File: config.mk
export PLATFORM = sky130hd
export DESIGN_NAME = volume_sensor_ctrl
export DESIGN_NICKNAME = d
export VERILOG_FILES = /design/src/inc/volsense_pkg.sv /design/src/rtl/seq_divider.sv /design/src/rtl/volume_sensor_ctrl.sv
export SDC_FILE = /design/constraint.sdc
export NUM_CORES = 2
export LEC_CHECK = 0
export ABC_AREA = 1
export BUFFER_PORTS_ARGS = -buffer_cell sky130_fd_sc_hd__clkbuf_2
export CAP_MARGIN = 30
export CORE_AREA = 2 2 341 343
export CTS_CLUSTER_DIAMETER = 60
export DETAILED_ROUTE_END_ITERATION = 7
export DIE_AREA = 0 0 343 345
export PLACE_DENSITY = 0.8
export REMOVE_ABC_BUFFERS = 1
export SETUP_SLACK_MARGIN = 0.2
export SLEW_MARGIN = 20
export SYNTH_ARGS = -nofsm -noshare
export SYNTH_HDL_FRONTEND = slang
export SYNTH_SLANG_ARGS = --single-unit
File: constraint.sdc
create_clock -name REF_CLK -period 58.5 [get_ports REF_CLK]
set_clock_uncertainty 0.2 [all_clocks]
set_input_delay 5.85 -clock REF_CLK [delete_from_list [all_inputs] [get_ports REF_CLK]]
set_output_delay 5.85 -clock REF_CLK [all_outputs]
set_load 0.02 [all_outputs]
File: src/inc/volsense_pkg.sv
package volsense_pkg;

  localparam longint CLK_HZ = 40_000_000;
  localparam int CNT_W = 36;

  // Times in their own units, cycle counts derived from the clock rate
  localparam longint TARE_S = 5;
  localparam longint WARMUP_S = 300;
  localparam longint FLASH_MS = 500;
  localparam longint TARE_CYC = TARE_S * CLK_HZ;
  localparam longint WARMUP_CYC = WARMUP_S * CLK_HZ;
  localparam longint FLASH_CYC = (FLASH_MS * CLK_HZ) / 1000;

  localparam int DAC_W = 12;
  localparam logic [11:0] DAC_FULL = 12'hFFF;
  localparam logic [11:0] DAC_ZERO = 12'h000;

  // Register byte offsets
  localparam logic [7:0] ADDR_CTRL = 8'h00;
  localparam logic [7:0] ADDR_WIDTH = 8'h04;
  localparam logic [7:0] ADDR_GAP = 8'h08;
  localparam logic [7:0] ADDR_MAXVOL = 8'h0C;
  localparam logic [7:0] ADDR_CAL_WORK = 8'h10;
  localparam logic [7:0] ADDR_CAL_HALF = 8'h14;
  localparam logic [7:0] ADDR_STATUS = 8'h18;
  localparam logic [7:0] ADDR_OUTPUT = 8'h1C;

  // Setting limits and values after reset
  localparam logic [12:0] WIDTH_RESET = 13'h04B0;
  localparam logic [12:0] WIDTH_MAX = 13'h1B58;
  localparam logic [9:0] GAP_RESET = 10'h019;
  localparam logic [9:0] GAP_MAX = 10'h3E8;
  localparam logic [9:0] MAXVOL_RESET = 10'h3E8;
  localparam logic [9:0] MAXVOL_MIN = 10'h001;
  localparam logic [9:0] MAXVOL_MAX = 10'h3E8;

  // Gains per range: 2^22/Pmid for the volume law, 2^23/Pmid for the pressure law
  localparam logic [16:0] VOL_GAIN [4] = '{17'h0A3D7, 17'h04189, 17'h020C5, 17'h01062};
  localparam logic [16:0] PRS_GAIN [4] = '{17'h147AE, 17'h08312, 17'h04189, 17'h020C5};

  typedef enum logic [2:0] {
    CELL_WARMUP = 3'b000,
    CELL_NEED_CAL = 3'b001,
    CELL_TARE = 3'b010,
    CELL_TARE_DONE = 3'b011,
    CELL_NORMAL = 3'b100,
    CELL_FAULT = 3'b101
  } cell_state_type;

  typedef enum logic [1:0] {
    SASH_IDLE = 2'b00,
    SASH_HEIGHT = 2'b01,
    SASH_VOLUME = 2'b10
  } sash_state_type;

  typedef struct packed {
    logic zero_capture_switch;
    logic output_law_select;
    logic range_select_high;
    logic range_select_low;
  } switch_type;

  typedef struct packed {
    logic power;
    logic status;
    logic fault;
  } light_type;

endpackage : volsense_pkg

File: src/rtl/seq_divider.sv
`timescale 1ns/100ps
module seq_divider #(
  parameter int NUM_W = 40,
  parameter int DEN_W = 24
) (
  input wire logic clk,
  input wire logic rst,
  input wire logic start,
  input wire logic [NUM_W-1:0] num,
  input wire logic [DEN_W-1:0] den,
  output logic done,
  output logic [NUM_W-1:0] quot
);

  logic [DEN_W-1:0] rem;
  logic [7:0] cnt;
  logic busy;
  logic [DEN_W:0] shifted;

  assign shifted = {rem, quot[NUM_W-1]};

  // Restoring division, one quotient bit per clock
  always_ff @(posedge clk or posedge rst) begin
    if (rst) begin
      rem <= '0;
      quot <= '0;
      cnt <= 8'h00;
      busy <= 1'b0;
      done <= 1'b0;
    end else if (start) begin
      rem <= '0;
      quot <= num;
      cnt <= 8'(NUM_W);
      busy <= 1'b1;
      done <= 1'b0;
    end else if (busy) begin
      if (shifted >= {1'b0, den}) begin
        rem <= DEN_W'(shifted - {1'b0, den});
        quot <= {quot[NUM_W-2:0], 1'b1};
      end else begin
        rem <= shifted[DEN_W-1:0];
        quot <= {quot[NUM_W-2:0], 1'b0};
      end
      cnt <= cnt - 8'h01;
      busy <= (cnt != 8'h01);
      done <= (cnt == 8'h01);
    end else begin
      done <= 1'b0;
    end
  end

endmodule : seq_divider

File: src/rtl/volume_sensor_ctrl.sv
`timescale 1ns/100ps
module volume_sensor_ctrl #(
  parameter logic [35:0] TARE_CYCLES = 36'(volsense_pkg::TARE_CYC),
  parameter logic [35:0] WARMUP_CYCLES = 36'(volsense_pkg::WARMUP_CYC),
  parameter logic [35:0] FLASH_CYCLES = 36'(volsense_pkg::FLASH_CYC),
  parameter int FACE_VEL_MMS = 500
) (
  input wire logic REF_CLK,
  input wire logic RST,
  input wire logic WB_CYC_I,
  input wire logic WB_STB_I,
  input wire logic WB_WE_I,
  input wire logic [7:0] WB_ADR_I,
  input wire logic [3:0] WB_SEL_I,
  input wire logic [31:0] WB_DAT_I,
  output logic [31:0] WB_DAT_O,
  output logic WB_ACK_O,
  input wire volsense_pkg::switch_type SWITCHES,
  input wire logic [15:0] CELL_PRESSURE,
  input wire logic CELL_VALID,
  input wire logic CELL_FAULT,
  input wire logic [15:0] SASH_RAW,
  input wire logic SASH_VALID,
  output volsense_pkg::light_type LIGHTS,
  output logic [11:0] ANALOG_OUT_A,
  output logic [11:0] ANALOG_OUT_B
);

  localparam logic [10:0] DEN_SCALE = 11'(1_000_000 / FACE_VEL_MMS);

  volsense_pkg::cell_state_type cell_state;
  volsense_pkg::sash_state_type sash_state;
  logic [35:0] timer;
  logic [35:0] flash_cnt;
  logic flash;
  logic zero_prev;
  logic [15:0] cell_last;
  logic [15:0] zero_ref;
  logic [11:0] cell_code;
  logic sash_mode;
  logic [12:0] sash_width;
  logic [9:0] sash_gap;
  logic [9:0] max_volume;
  logic [10:0] height_work;
  logic [10:0] height_half;
  logic [15:0] raw_work;
  logic [15:0] raw_half;
  logic [1:0] cal_points;
  logic sash_cal_needed;
  logic [15:0] sash_last;
  logic below;
  logic [10:0] height;
  logic [11:0] sash_code;
  logic div_start;
  logic [39:0] div_num;
  logic [23:0] div_den;
  logic div_done;
  logic [39:0] div_quot;
  logic wb_req;
  logic wb_wr;
  logic zero_rise;
  logic sash_ok;
  logic [1:0] range_idx;
  logic [15:0] p_net;
  logic [32:0] vol_x;
  logic [32:0] prs_x;
  logic [12:0] vol_root;
  logic [11:0] next_cell_code;
  logic [11:0] next_height;
  logic [24:0] area;
  logic [31:0] wr_old;
  logic [31:0] wr_val;
  logic [15:0] raw_dist;
  logic [10:0] height_span;

  // Byte-lane merge for register writes
  function automatic logic [31:0] merge(input logic [31:0] old, input logic [31:0] dat,
                                        input logic [3:0] sel);
    logic [31:0] res;
    res = old;
    for (int i = 0; i < 4; i++) begin
      if (sel[i]) begin
        res[8*i +: 8] = dat[8*i +: 8];
      end
    end
    return res;
  endfunction : merge

  function automatic logic [12:0] isqrt(input logic [23:0] v);
    logic [12:0] root;
    logic [12:0] cand;
    root = 13'h0000;
    for (int i = 12; i >= 0; i--) begin
      cand = root | 13'(1 << i);
      if ({13'h0000, cand} * {13'h0000, cand} <= {2'b00, v}) begin
        root = cand;
      end
    end
    return root;
  endfunction : isqrt

  assign wb_req = WB_CYC_I & WB_STB_I & ~WB_ACK_O;
  assign wb_wr = wb_req & WB_WE_I;
  assign zero_rise = SWITCHES.zero_capture_switch & ~zero_prev;
  assign sash_ok = (raw_work > raw_half) && (height_work > height_half);
  // Smaller value subtracted from the larger, so the cast never hides a lost carry
  assign raw_dist = (SASH_RAW < raw_half) ? 16'(raw_half - SASH_RAW) : 16'(SASH_RAW - raw_half);
  assign height_span = 11'(height_work - height_half);

  // Pressure range decode
  assign range_idx = {SWITCHES.range_select_high, SWITCHES.range_select_low};
  assign p_net = (CELL_PRESSURE > zero_ref) ? 16'(CELL_PRESSURE - zero_ref) : 16'h0000;
  assign vol_x = {1'b0, p_net} * volsense_pkg::VOL_GAIN[range_idx];
  assign prs_x = {1'b0, p_net} * volsense_pkg::PRS_GAIN[range_idx];
  // Saturating before the root keeps 4x mid-scale pressure at exactly full scale
  assign vol_root = isqrt((vol_x[32:24] != 9'h000) ? 24'hFFFFFF : vol_x[23:0]);

  always_comb begin
    if (SWITCHES.output_law_select) begin
      next_cell_code = (prs_x[32:24] != 9'h000) ? volsense_pkg::DAC_FULL : prs_x[23:12];
    end else begin
      next_cell_code = vol_root[12] ? volsense_pkg::DAC_FULL : vol_root[11:0];
    end
  end

  always_ff @(posedge REF_CLK or posedge RST) begin
    if (RST) begin
      cell_last <= 16'h0000;
      cell_code <= 12'h000;
      zero_prev <= 1'b0;
    end else begin
      zero_prev <= SWITCHES.zero_capture_switch;
      if (CELL_VALID) begin
        cell_last <= CELL_PRESSURE;
        cell_code <= next_cell_code;
      end
    end
  end

  // Flash timebase, free running
  always_ff @(posedge REF_CLK or posedge RST) begin
    if (RST) begin
      flash_cnt <= 36'h000000000;
      flash <= 1'b0;
    end else if (flash_cnt >= FLASH_CYCLES - 36'h000000001) begin
      flash_cnt <= 36'h000000000;
      flash <= ~flash;
    end else begin
      flash_cnt <= flash_cnt + 36'h000000001;
    end
  end

  // Cell state sequence; a cell fault overrides everything
  always_ff @(posedge REF_CLK or posedge RST) begin
    if (RST) begin
      cell_state <= volsense_pkg::CELL_WARMUP;
      timer <= 36'h000000000;
      zero_ref <= 16'h0000;
    end else if (CELL_FAULT) begin
      cell_state <= volsense_pkg::CELL_FAULT;
      timer <= 36'h000000000;
    end else begin
      timer <= timer + 36'h000000001;
      unique case (cell_state)
        volsense_pkg::CELL_WARMUP: begin
          if (timer >= WARMUP_CYCLES - 36'h000000001) begin
            cell_state <= volsense_pkg::CELL_NEED_CAL;
            timer <= 36'h000000000;
          end
        end
        volsense_pkg::CELL_NEED_CAL, volsense_pkg::CELL_NORMAL: begin
          if (zero_rise) begin
            cell_state <= volsense_pkg::CELL_TARE;
            timer <= 36'h000000000;
          end
        end
        volsense_pkg::CELL_TARE: begin
          if (timer >= TARE_CYCLES - 36'h000000001) begin
            zero_ref <= cell_last;
            cell_state <= volsense_pkg::CELL_TARE_DONE;
          end
        end
        volsense_pkg::CELL_TARE_DONE: begin
          if (!SWITCHES.zero_capture_switch) begin
            cell_state <= volsense_pkg::CELL_NORMAL;
          end
        end
        volsense_pkg::CELL_FAULT: begin
          cell_state <= volsense_pkg::CELL_NEED_CAL;
          timer <= 36'h000000000;
        end
        default: begin
          cell_state <= volsense_pkg::CELL_WARMUP;
        end
      endcase
    end
  end

  always_ff @(posedge REF_CLK or posedge RST) begin
    if (RST) begin
      LIGHTS <= '0;
      ANALOG_OUT_A <= volsense_pkg::DAC_ZERO;
    end else begin
      unique case (cell_state)
        volsense_pkg::CELL_FAULT: begin
          LIGHTS <= '{power: 1'b1, status: 1'b0, fault: 1'b1};
          ANALOG_OUT_A <= volsense_pkg::DAC_FULL;
        end
        volsense_pkg::CELL_NEED_CAL: begin
          LIGHTS <= '{power: 1'b1, status: flash, fault: flash};
          ANALOG_OUT_A <= volsense_pkg::DAC_FULL;
        end
        volsense_pkg::CELL_TARE: begin
          LIGHTS <= '{power: 1'b1, status: flash, fault: 1'b1};
          ANALOG_OUT_A <= volsense_pkg::DAC_ZERO;
        end
        volsense_pkg::CELL_TARE_DONE: begin
          LIGHTS <= '{power: 1'b1, status: 1'b1, fault: 1'b0};
          ANALOG_OUT_A <= volsense_pkg::DAC_ZERO;
        end
        volsense_pkg::CELL_NORMAL: begin
          LIGHTS <= '{power: 1'b1, status: 1'b1, fault: 1'b0};
          ANALOG_OUT_A <= cell_code;
        end
        default: begin
          LIGHTS <= '{power: flash, status: 1'b0, fault: 1'b0};
          ANALOG_OUT_A <= volsense_pkg::DAC_ZERO;
        end
      endcase
    end
  end

  // Output B repeats the cell output unless sash mode is selected
  always_ff @(posedge REF_CLK or posedge RST) begin
    if (RST) begin
      ANALOG_OUT_B <= volsense_pkg::DAC_ZERO;
    end else if (!sash_mode) begin
      ANALOG_OUT_B <= ANALOG_OUT_A;
    end else if (sash_cal_needed || !sash_ok) begin
      ANALOG_OUT_B <= volsense_pkg::DAC_FULL;
    end else begin
      ANALOG_OUT_B <= sash_code;
    end
  end

  // Current field under the write address, so byte lanes merge into it
  always_comb begin
    unique case (WB_ADR_I)
      volsense_pkg::ADDR_CTRL: wr_old = {31'h00000000, sash_mode};
      volsense_pkg::ADDR_WIDTH: wr_old = {19'h00000, sash_width};
      volsense_pkg::ADDR_GAP: wr_old = {22'h000000, sash_gap};
      volsense_pkg::ADDR_MAXVOL: wr_old = {22'h000000, max_volume};
      volsense_pkg::ADDR_CAL_WORK: wr_old = {21'h000000, height_work};
      volsense_pkg::ADDR_CAL_HALF: wr_old = {21'h000000, height_half};
      default: wr_old = 32'h00000000;
    endcase
    wr_val = merge(wr_old, WB_DAT_I, WB_SEL_I);
  end

  // Settings and calibration points
  always_ff @(posedge REF_CLK or posedge RST) begin
    if (RST) begin
      sash_mode <= 1'b0;
      sash_width <= volsense_pkg::WIDTH_RESET;
      sash_gap <= volsense_pkg::GAP_RESET;
      max_volume <= volsense_pkg::MAXVOL_RESET;
      height_work <= 11'h000;
      height_half <= 11'h000;
      raw_work <= 16'h0000;
      raw_half <= 16'h0000;
      cal_points <= 2'b00;
      sash_cal_needed <= 1'b1;
    end else if (wb_wr) begin
      unique case (WB_ADR_I)
        volsense_pkg::ADDR_CTRL: begin
          sash_mode <= wr_val[0];
        end
        volsense_pkg::ADDR_WIDTH: begin
          sash_width <= (wr_val > 32'(volsense_pkg::WIDTH_MAX)) ? volsense_pkg::WIDTH_MAX :
                        wr_val[12:0];
          sash_cal_needed <= 1'b1;
          cal_points <= 2'b00;
        end
        volsense_pkg::ADDR_GAP: begin
          sash_gap <= (wr_val > 32'(volsense_pkg::GAP_MAX)) ? volsense_pkg::GAP_MAX :
                      wr_val[9:0];
          sash_cal_needed <= 1'b1;
          cal_points <= 2'b00;
        end
        volsense_pkg::ADDR_MAXVOL: begin
          max_volume <= (wr_val > 32'(volsense_pkg::MAXVOL_MAX)) ? volsense_pkg::MAXVOL_MAX :
                        (wr_val < 32'(volsense_pkg::MAXVOL_MIN)) ? volsense_pkg::MAXVOL_MIN :
                        wr_val[9:0];
          sash_cal_needed <= 1'b1;
          cal_points <= 2'b00;
        end
        volsense_pkg::ADDR_CAL_WORK: begin
          height_work <= wr_val[10:0];
          raw_work <= sash_last;
          cal_points <= cal_points | 2'b01;
          sash_cal_needed <= ~cal_points[1];
        end
        volsense_pkg::ADDR_CAL_HALF: begin
          height_half <= wr_val[10:0];
          raw_half <= sash_last;
          cal_points <= cal_points | 2'b10;
          sash_cal_needed <= ~cal_points[0];
        end
        default: begin
        end
      endcase
    end
  end

  // Sash height then volume, both through the shared divider
  always_ff @(posedge REF_CLK or posedge RST) begin
    if (RST) begin
      sash_state <= volsense_pkg::SASH_IDLE;
      sash_last <= 16'h0000;
      below <= 1'b0;
      height <= 11'h000;
      sash_code <= 12'h000;
      div_start <= 1'b0;
      div_num <= 40'h0000000000;
      div_den <= 24'h000001;
    end else begin
      div_start <= 1'b0;
      if (SASH_VALID) begin
        sash_last <= SASH_RAW;
      end
      unique case (sash_state)
        volsense_pkg::SASH_IDLE: begin
          if (SASH_VALID && sash_ok) begin
            below <= SASH_RAW < raw_half;
            div_num <= {24'h000000, raw_dist} * {29'h00000000, height_span};
            div_den <= 24'(raw_work - raw_half);
            div_start <= 1'b1;
            sash_state <= volsense_pkg::SASH_HEIGHT;
          end
        end
        volsense_pkg::SASH_HEIGHT: begin
          if (div_done) begin
            height <= next_height[10:0];
            div_num <= {15'h0000, area} * 40'h0000000FFF;
            div_den <= {14'h0000, max_volume} * {13'h0000, DEN_SCALE};
            div_start <= 1'b1;
            sash_state <= volsense_pkg::SASH_VOLUME;
          end
        end
        volsense_pkg::SASH_VOLUME: begin
          if (div_done) begin
            sash_code <= (div_quot > 40'h0000000FFF) ? volsense_pkg::DAC_FULL : div_quot[11:0];
            sash_state <= volsense_pkg::SASH_IDLE;
          end
        end
        default: begin
          sash_state <= volsense_pkg::SASH_IDLE;
        end
      endcase
    end
  end

  // Height saturates at zero and at the field maximum
  always_comb begin
    if (below) begin
      next_height = (div_quot > 40'(height_half)) ? 12'h000 : 12'(height_half - div_quot[10:0]);
    end else if (div_quot > 40'h00000007FF) begin
      next_height = 12'h7FF;
    end else begin
      next_height = {1'b0, height_half} + {1'b0, div_quot[10:0]};
    end
    if (next_height > 12'h7FF) begin
      next_height = 12'h7FF;
    end
    area = ({14'h0000, next_height[10:0]} + {15'h0000, sash_gap}) * {12'h000, sash_width};
  end

  seq_divider #(
    .NUM_W(40),
    .DEN_W(24)
  ) u_div (
    .clk(REF_CLK),
    .rst(RST),
    .start(div_start),
    .num(div_num),
    .den(div_den),
    .done(div_done),
    .quot(div_quot)
  );

  // Wishbone classic slave, one wait state, unmapped reads as zero
  always_ff @(posedge REF_CLK or posedge RST) begin
    if (RST) begin
      WB_ACK_O <= 1'b0;
      WB_DAT_O <= 32'h00000000;
    end else begin
      WB_ACK_O <= wb_req;
      if (wb_req && !WB_WE_I) begin
        unique case (WB_ADR_I)
          volsense_pkg::ADDR_CTRL: WB_DAT_O <= {31'h00000000, sash_mode};
          volsense_pkg::ADDR_WIDTH: WB_DAT_O <= {19'h00000, sash_width};
          volsense_pkg::ADDR_GAP: WB_DAT_O <= {22'h000000, sash_gap};
          volsense_pkg::ADDR_MAXVOL: WB_DAT_O <= {22'h000000, max_volume};
          volsense_pkg::ADDR_CAL_WORK: WB_DAT_O <= {raw_work, 5'h00, height_work};
          volsense_pkg::ADDR_CAL_HALF: WB_DAT_O <= {raw_half, 5'h00, height_half};
          volsense_pkg::ADDR_STATUS: WB_DAT_O <= {16'h0000, 1'b0, LIGHTS, SWITCHES,
                                                  2'b00, sash_ok, sash_cal_needed,
                                                  1'b0, cell_state};
          volsense_pkg::ADDR_OUTPUT: WB_DAT_O <= {5'h00, height, 4'h0, ANALOG_OUT_B};
          default: WB_DAT_O <= 32'h00000000;
        endcase
      end
    end
  end

endmodule : volume_sensor_ctrl
==> results.md <==
- DIE AREA: roughly 0.12 mm²
- RSZ-0062 raised after global routing: true
- Final-report max-slew violation count: 0
- Max incr delay on CP: 0.59 ns
- Via count: 61194
- Hold Crit Start: flash_cnt[0]$_DFF_PP0_
- Number of global-route vias before repair: 63418
- Post-synth top flop: dfrtp_1
- M1 GR Usage: between 40% and 50%
- CP Data Arrival Time: 60.22 ns
- ANT nets after route: 0
- Most Frequent Cell on Critical Path: inv_1
- Total Routing Usage GR: 37.6%
- Largest net degree at the start of global routing: 120
- Worst r2r src: zero_ref[1]$_DFFE_PP0P_
- DRC errors left: 0
- Number of buffers created by CTS: 60
- Synthesized flop and latch total: approximately 450
- Most frequent cells in the layout: 1878 x inv_1, 1417 x nand2_1, 900 x ha_1, 860 x buf_4, 846 x fa_1
- Number of synthesis warnings: 0
- Hold Buf Count CTS: 0
- Fmax achieved: 0.0167 GHz
- Worst-case clock buffer depth: 3
- Crit path capture: cell_code[0]$_DFFE_PP0P_
- Clock sinks: 447
- Initial antenna violation count: 11
- Flop2flop setup slack: 3.47 ns
- Dpl hpwl: 180000 µm
- Worst setup EP type: flop
- Post-synth top area cell: fa_1
- Failing checks: setup timing
- Yosys cell types: 69
- Post-Route WL: 222000 µm
- Area grow syn2layout: 18.5%
- Outcome: finished with violations
- M2 GR Usage: between 60% and 70%
- I/O pin cnt: 148
- Worst-path clk slew: 0.06 ns
- Synth Instances: 8410
- Max-cap violations: 0
- Share of cells above drive strength 1: 16.1%
- Setup CP Type: in2reg
- Post-DP Area: 0.0766 mm²
- EDFF count, synth: 0
- Pre-Repair DR Iteration Count: 6
- GR Layer Usage met3: 8.69%
- Synth Area per Inst: 8.13 µm²
- Final Cell Area: 0.0811 mm²
- Grt peak-use layer: met2
- Slew HR: 20.3%
- Sequential area share after synthesis: 16.4%
- Commonest non-fill, non-tap cell in the layout: inv_1
- # rows: 125
- Core area: 0.115 mm²
- Clock Latency Late Sink: 0.70 ns
- Startpoint types: primary input
- Post-Syn Area: around 0.068 mm²
- Reg2Reg Capture Point: cell_code[0]$_DFFE_PP0P_
- WL per Instance: 20.3 µm
- # H-tree levels: 2
- Final hold violations: 0
- Slew @ Worst Pin: 1.18 ns
- Die Ht: 345 µm
- Global-route wire length before repair: 345000 µm
- Fill count: 8897
- Post-synth ARST share: 100%
- Min Tclk post-route: about 60 ns
- Layout net count: about 11000
- Area contributors post-synth: fa_1 25%, ha_1 18%, dfrtp_1 16%
- Worst Reg-to-Reg Cells: approximately 320
- Yosys top cell area share: 25.1%
- Endpoints failing setup: 1
- Initial Utilization: 59.4%
- DR vias/cell: 5.60
- Hold Crit Class: reg2reg
- Critical Path RT: 58.83 ns
- Number of DRC violations after detailed-routing iteration 0: 4822
- CTS Root Cell: clkbuf_16
- DIE WIDTH: 343 µm
- Critical path origin: CELL_PRESSURE[2]
- CTS tree: done
- Fin crit share: 102%
- Crit-path slowest cell: fa_1
- IO Port Bufs: 146
- Routability cong.: 1.07
- Final setup margin: -1.39 ns
- Grt ovf: 0
- Critical-path maximum fanout: 7
==> worst min path at each step <==
stage                           endpoint  slack (ns)  cells past startpoint
2_1_floorplan     flash_cnt[0]$_DFF_PP0_        0.23                      1
3_3_place_gp          timer[0]$_DFF_PP0_        0.25                      1
3_5_place_dp   ANALOG_OUT_A[5]$_DFF_PP0_        0.25                      2
4_1_cts           flash_cnt[0]$_DFF_PP0_        0.26                      1
5_1_grt           flash_cnt[0]$_DFF_PP0_        0.29                      1
6_report          flash_cnt[0]$_DFF_PP0_        0.26                      1
==> cell usage after synthesis (9+ instances only) <==
cell and count:
o221ai_1 31, o211ai_1 23, a21o_1 19, nand4_1 53, o21bai_1 40, ha_1 964
dfrtp_1 432, xnor2_1 77, or2_2 29, a221oi_1 21, nand2_1 1445, a211oi_1 22
o22ai_1 22, a221o_1 12, a21oi_1 367, nor4_1 28, clkbuf_1 155, nand3_1 224
nand2_2 18, xor2_1 235, inv_2 9, o21ai_0 458, nor2_2 10, inv_1 1897
clkinv_1 19, nor3_1 84, dfstp_2 15, fa_1 859, and2_1 10, nor3b_1 11
a31oi_1 41, nor2_1 652, a22oi_1 14
==> cells by family (layout without fill, tap and decap cells) <==
family	Yosys count	in the layout	share of synthesized area, %
buffers and inverters	2091	3074	11.5
XOR/XNOR	312	312	3.99
adder cells (fa/ha/maj)	1823	1823	42.8
multiplexers	9	9	0.143
AND/OR/NAND/NOR	2602	2602	15.8
flip-flops	447	447	16.4
AO/OA/AOI/OAI	1124	1124	9.39
other	2	19	0.0110
==> worst max-delay path, delay by kind of cell <==
kind,cells,cell delay (ns)
AOI/OAI and AO/OA,61,8.61
xor gates and xnor gates,14,2.23
adders and majority gates,73,27.29
buffers and inverters,64,4.88
and+or+nand+nor,112,11.28
==> repair_timing <==
item	CTS	global route
gates resized for setup	273	73
endpoints found under the setup margin	1	1
pin swaps	218	145
setup buffers	66	24
==> through the flow <==
stage / instances / worst slack [ns] / utilization (%) / setup TNS, ns / hold slack (ns)
floorplan: 8260 / -4.45 / - / -4.45 / 0.233
global placement: 10715 / -2.57 / 66.4 / -2.57 / 0.246
detailed placement: 10721 / -4.41 / 66.5 / -4.41 / 0.253
CTS: 10901 / -0.160 / 69.9 / -0.160 / 0.265
global route: 10933 / -4.08 / 70.4 / -4.08 / 0.286
finish: 10934 / -1.39 / 70.4 / -1.39 / 0.259
==> final cells by class <==
class	instances	area [µm²]	area share, %
Timing Repair Buffer	1034	7630	9.41
Inverter	1926	7270	8.97
Tap cell	1524	1910	2.35
Antenna cell	2	5.00	0.00617
Multi-Input combinational cell	5887	50900	62.8
Sequential cell	447	11200	13.8
Clock buffer	79	1640	2.03
Clock inverter	35	468	0.577
==> registers in the layout, summed over array words and instances (netlist names), 13 cells and up <==
| register | flops |
|---|---|
| u_div.quot | 40 |
| div_num | 37 |
| flash_cnt | 36 |
| timer | 36 |
| WB_DAT_O | 31 |
| u_div.rem | 24 |
| div_den | 22 |
| cell_last | 16 |
| raw_half | 16 |
| raw_work | 16 |
| sash_last | 16 |
| zero_ref | 16 |
| sash_width | 13 |
==> layer usage <==
layer / part of all wire (%) / vias to the layer above
li1: - / 28108
met1: 39 / 29655
met2: 46 / 2700
met3: 9.6 / 717
met4: 6.1 / 14
met5: 0.038 / -
Power is left out: the tool's default activity adds up to more than one toggle a clock period on the data nets, which glitch-free logic cannot reach.
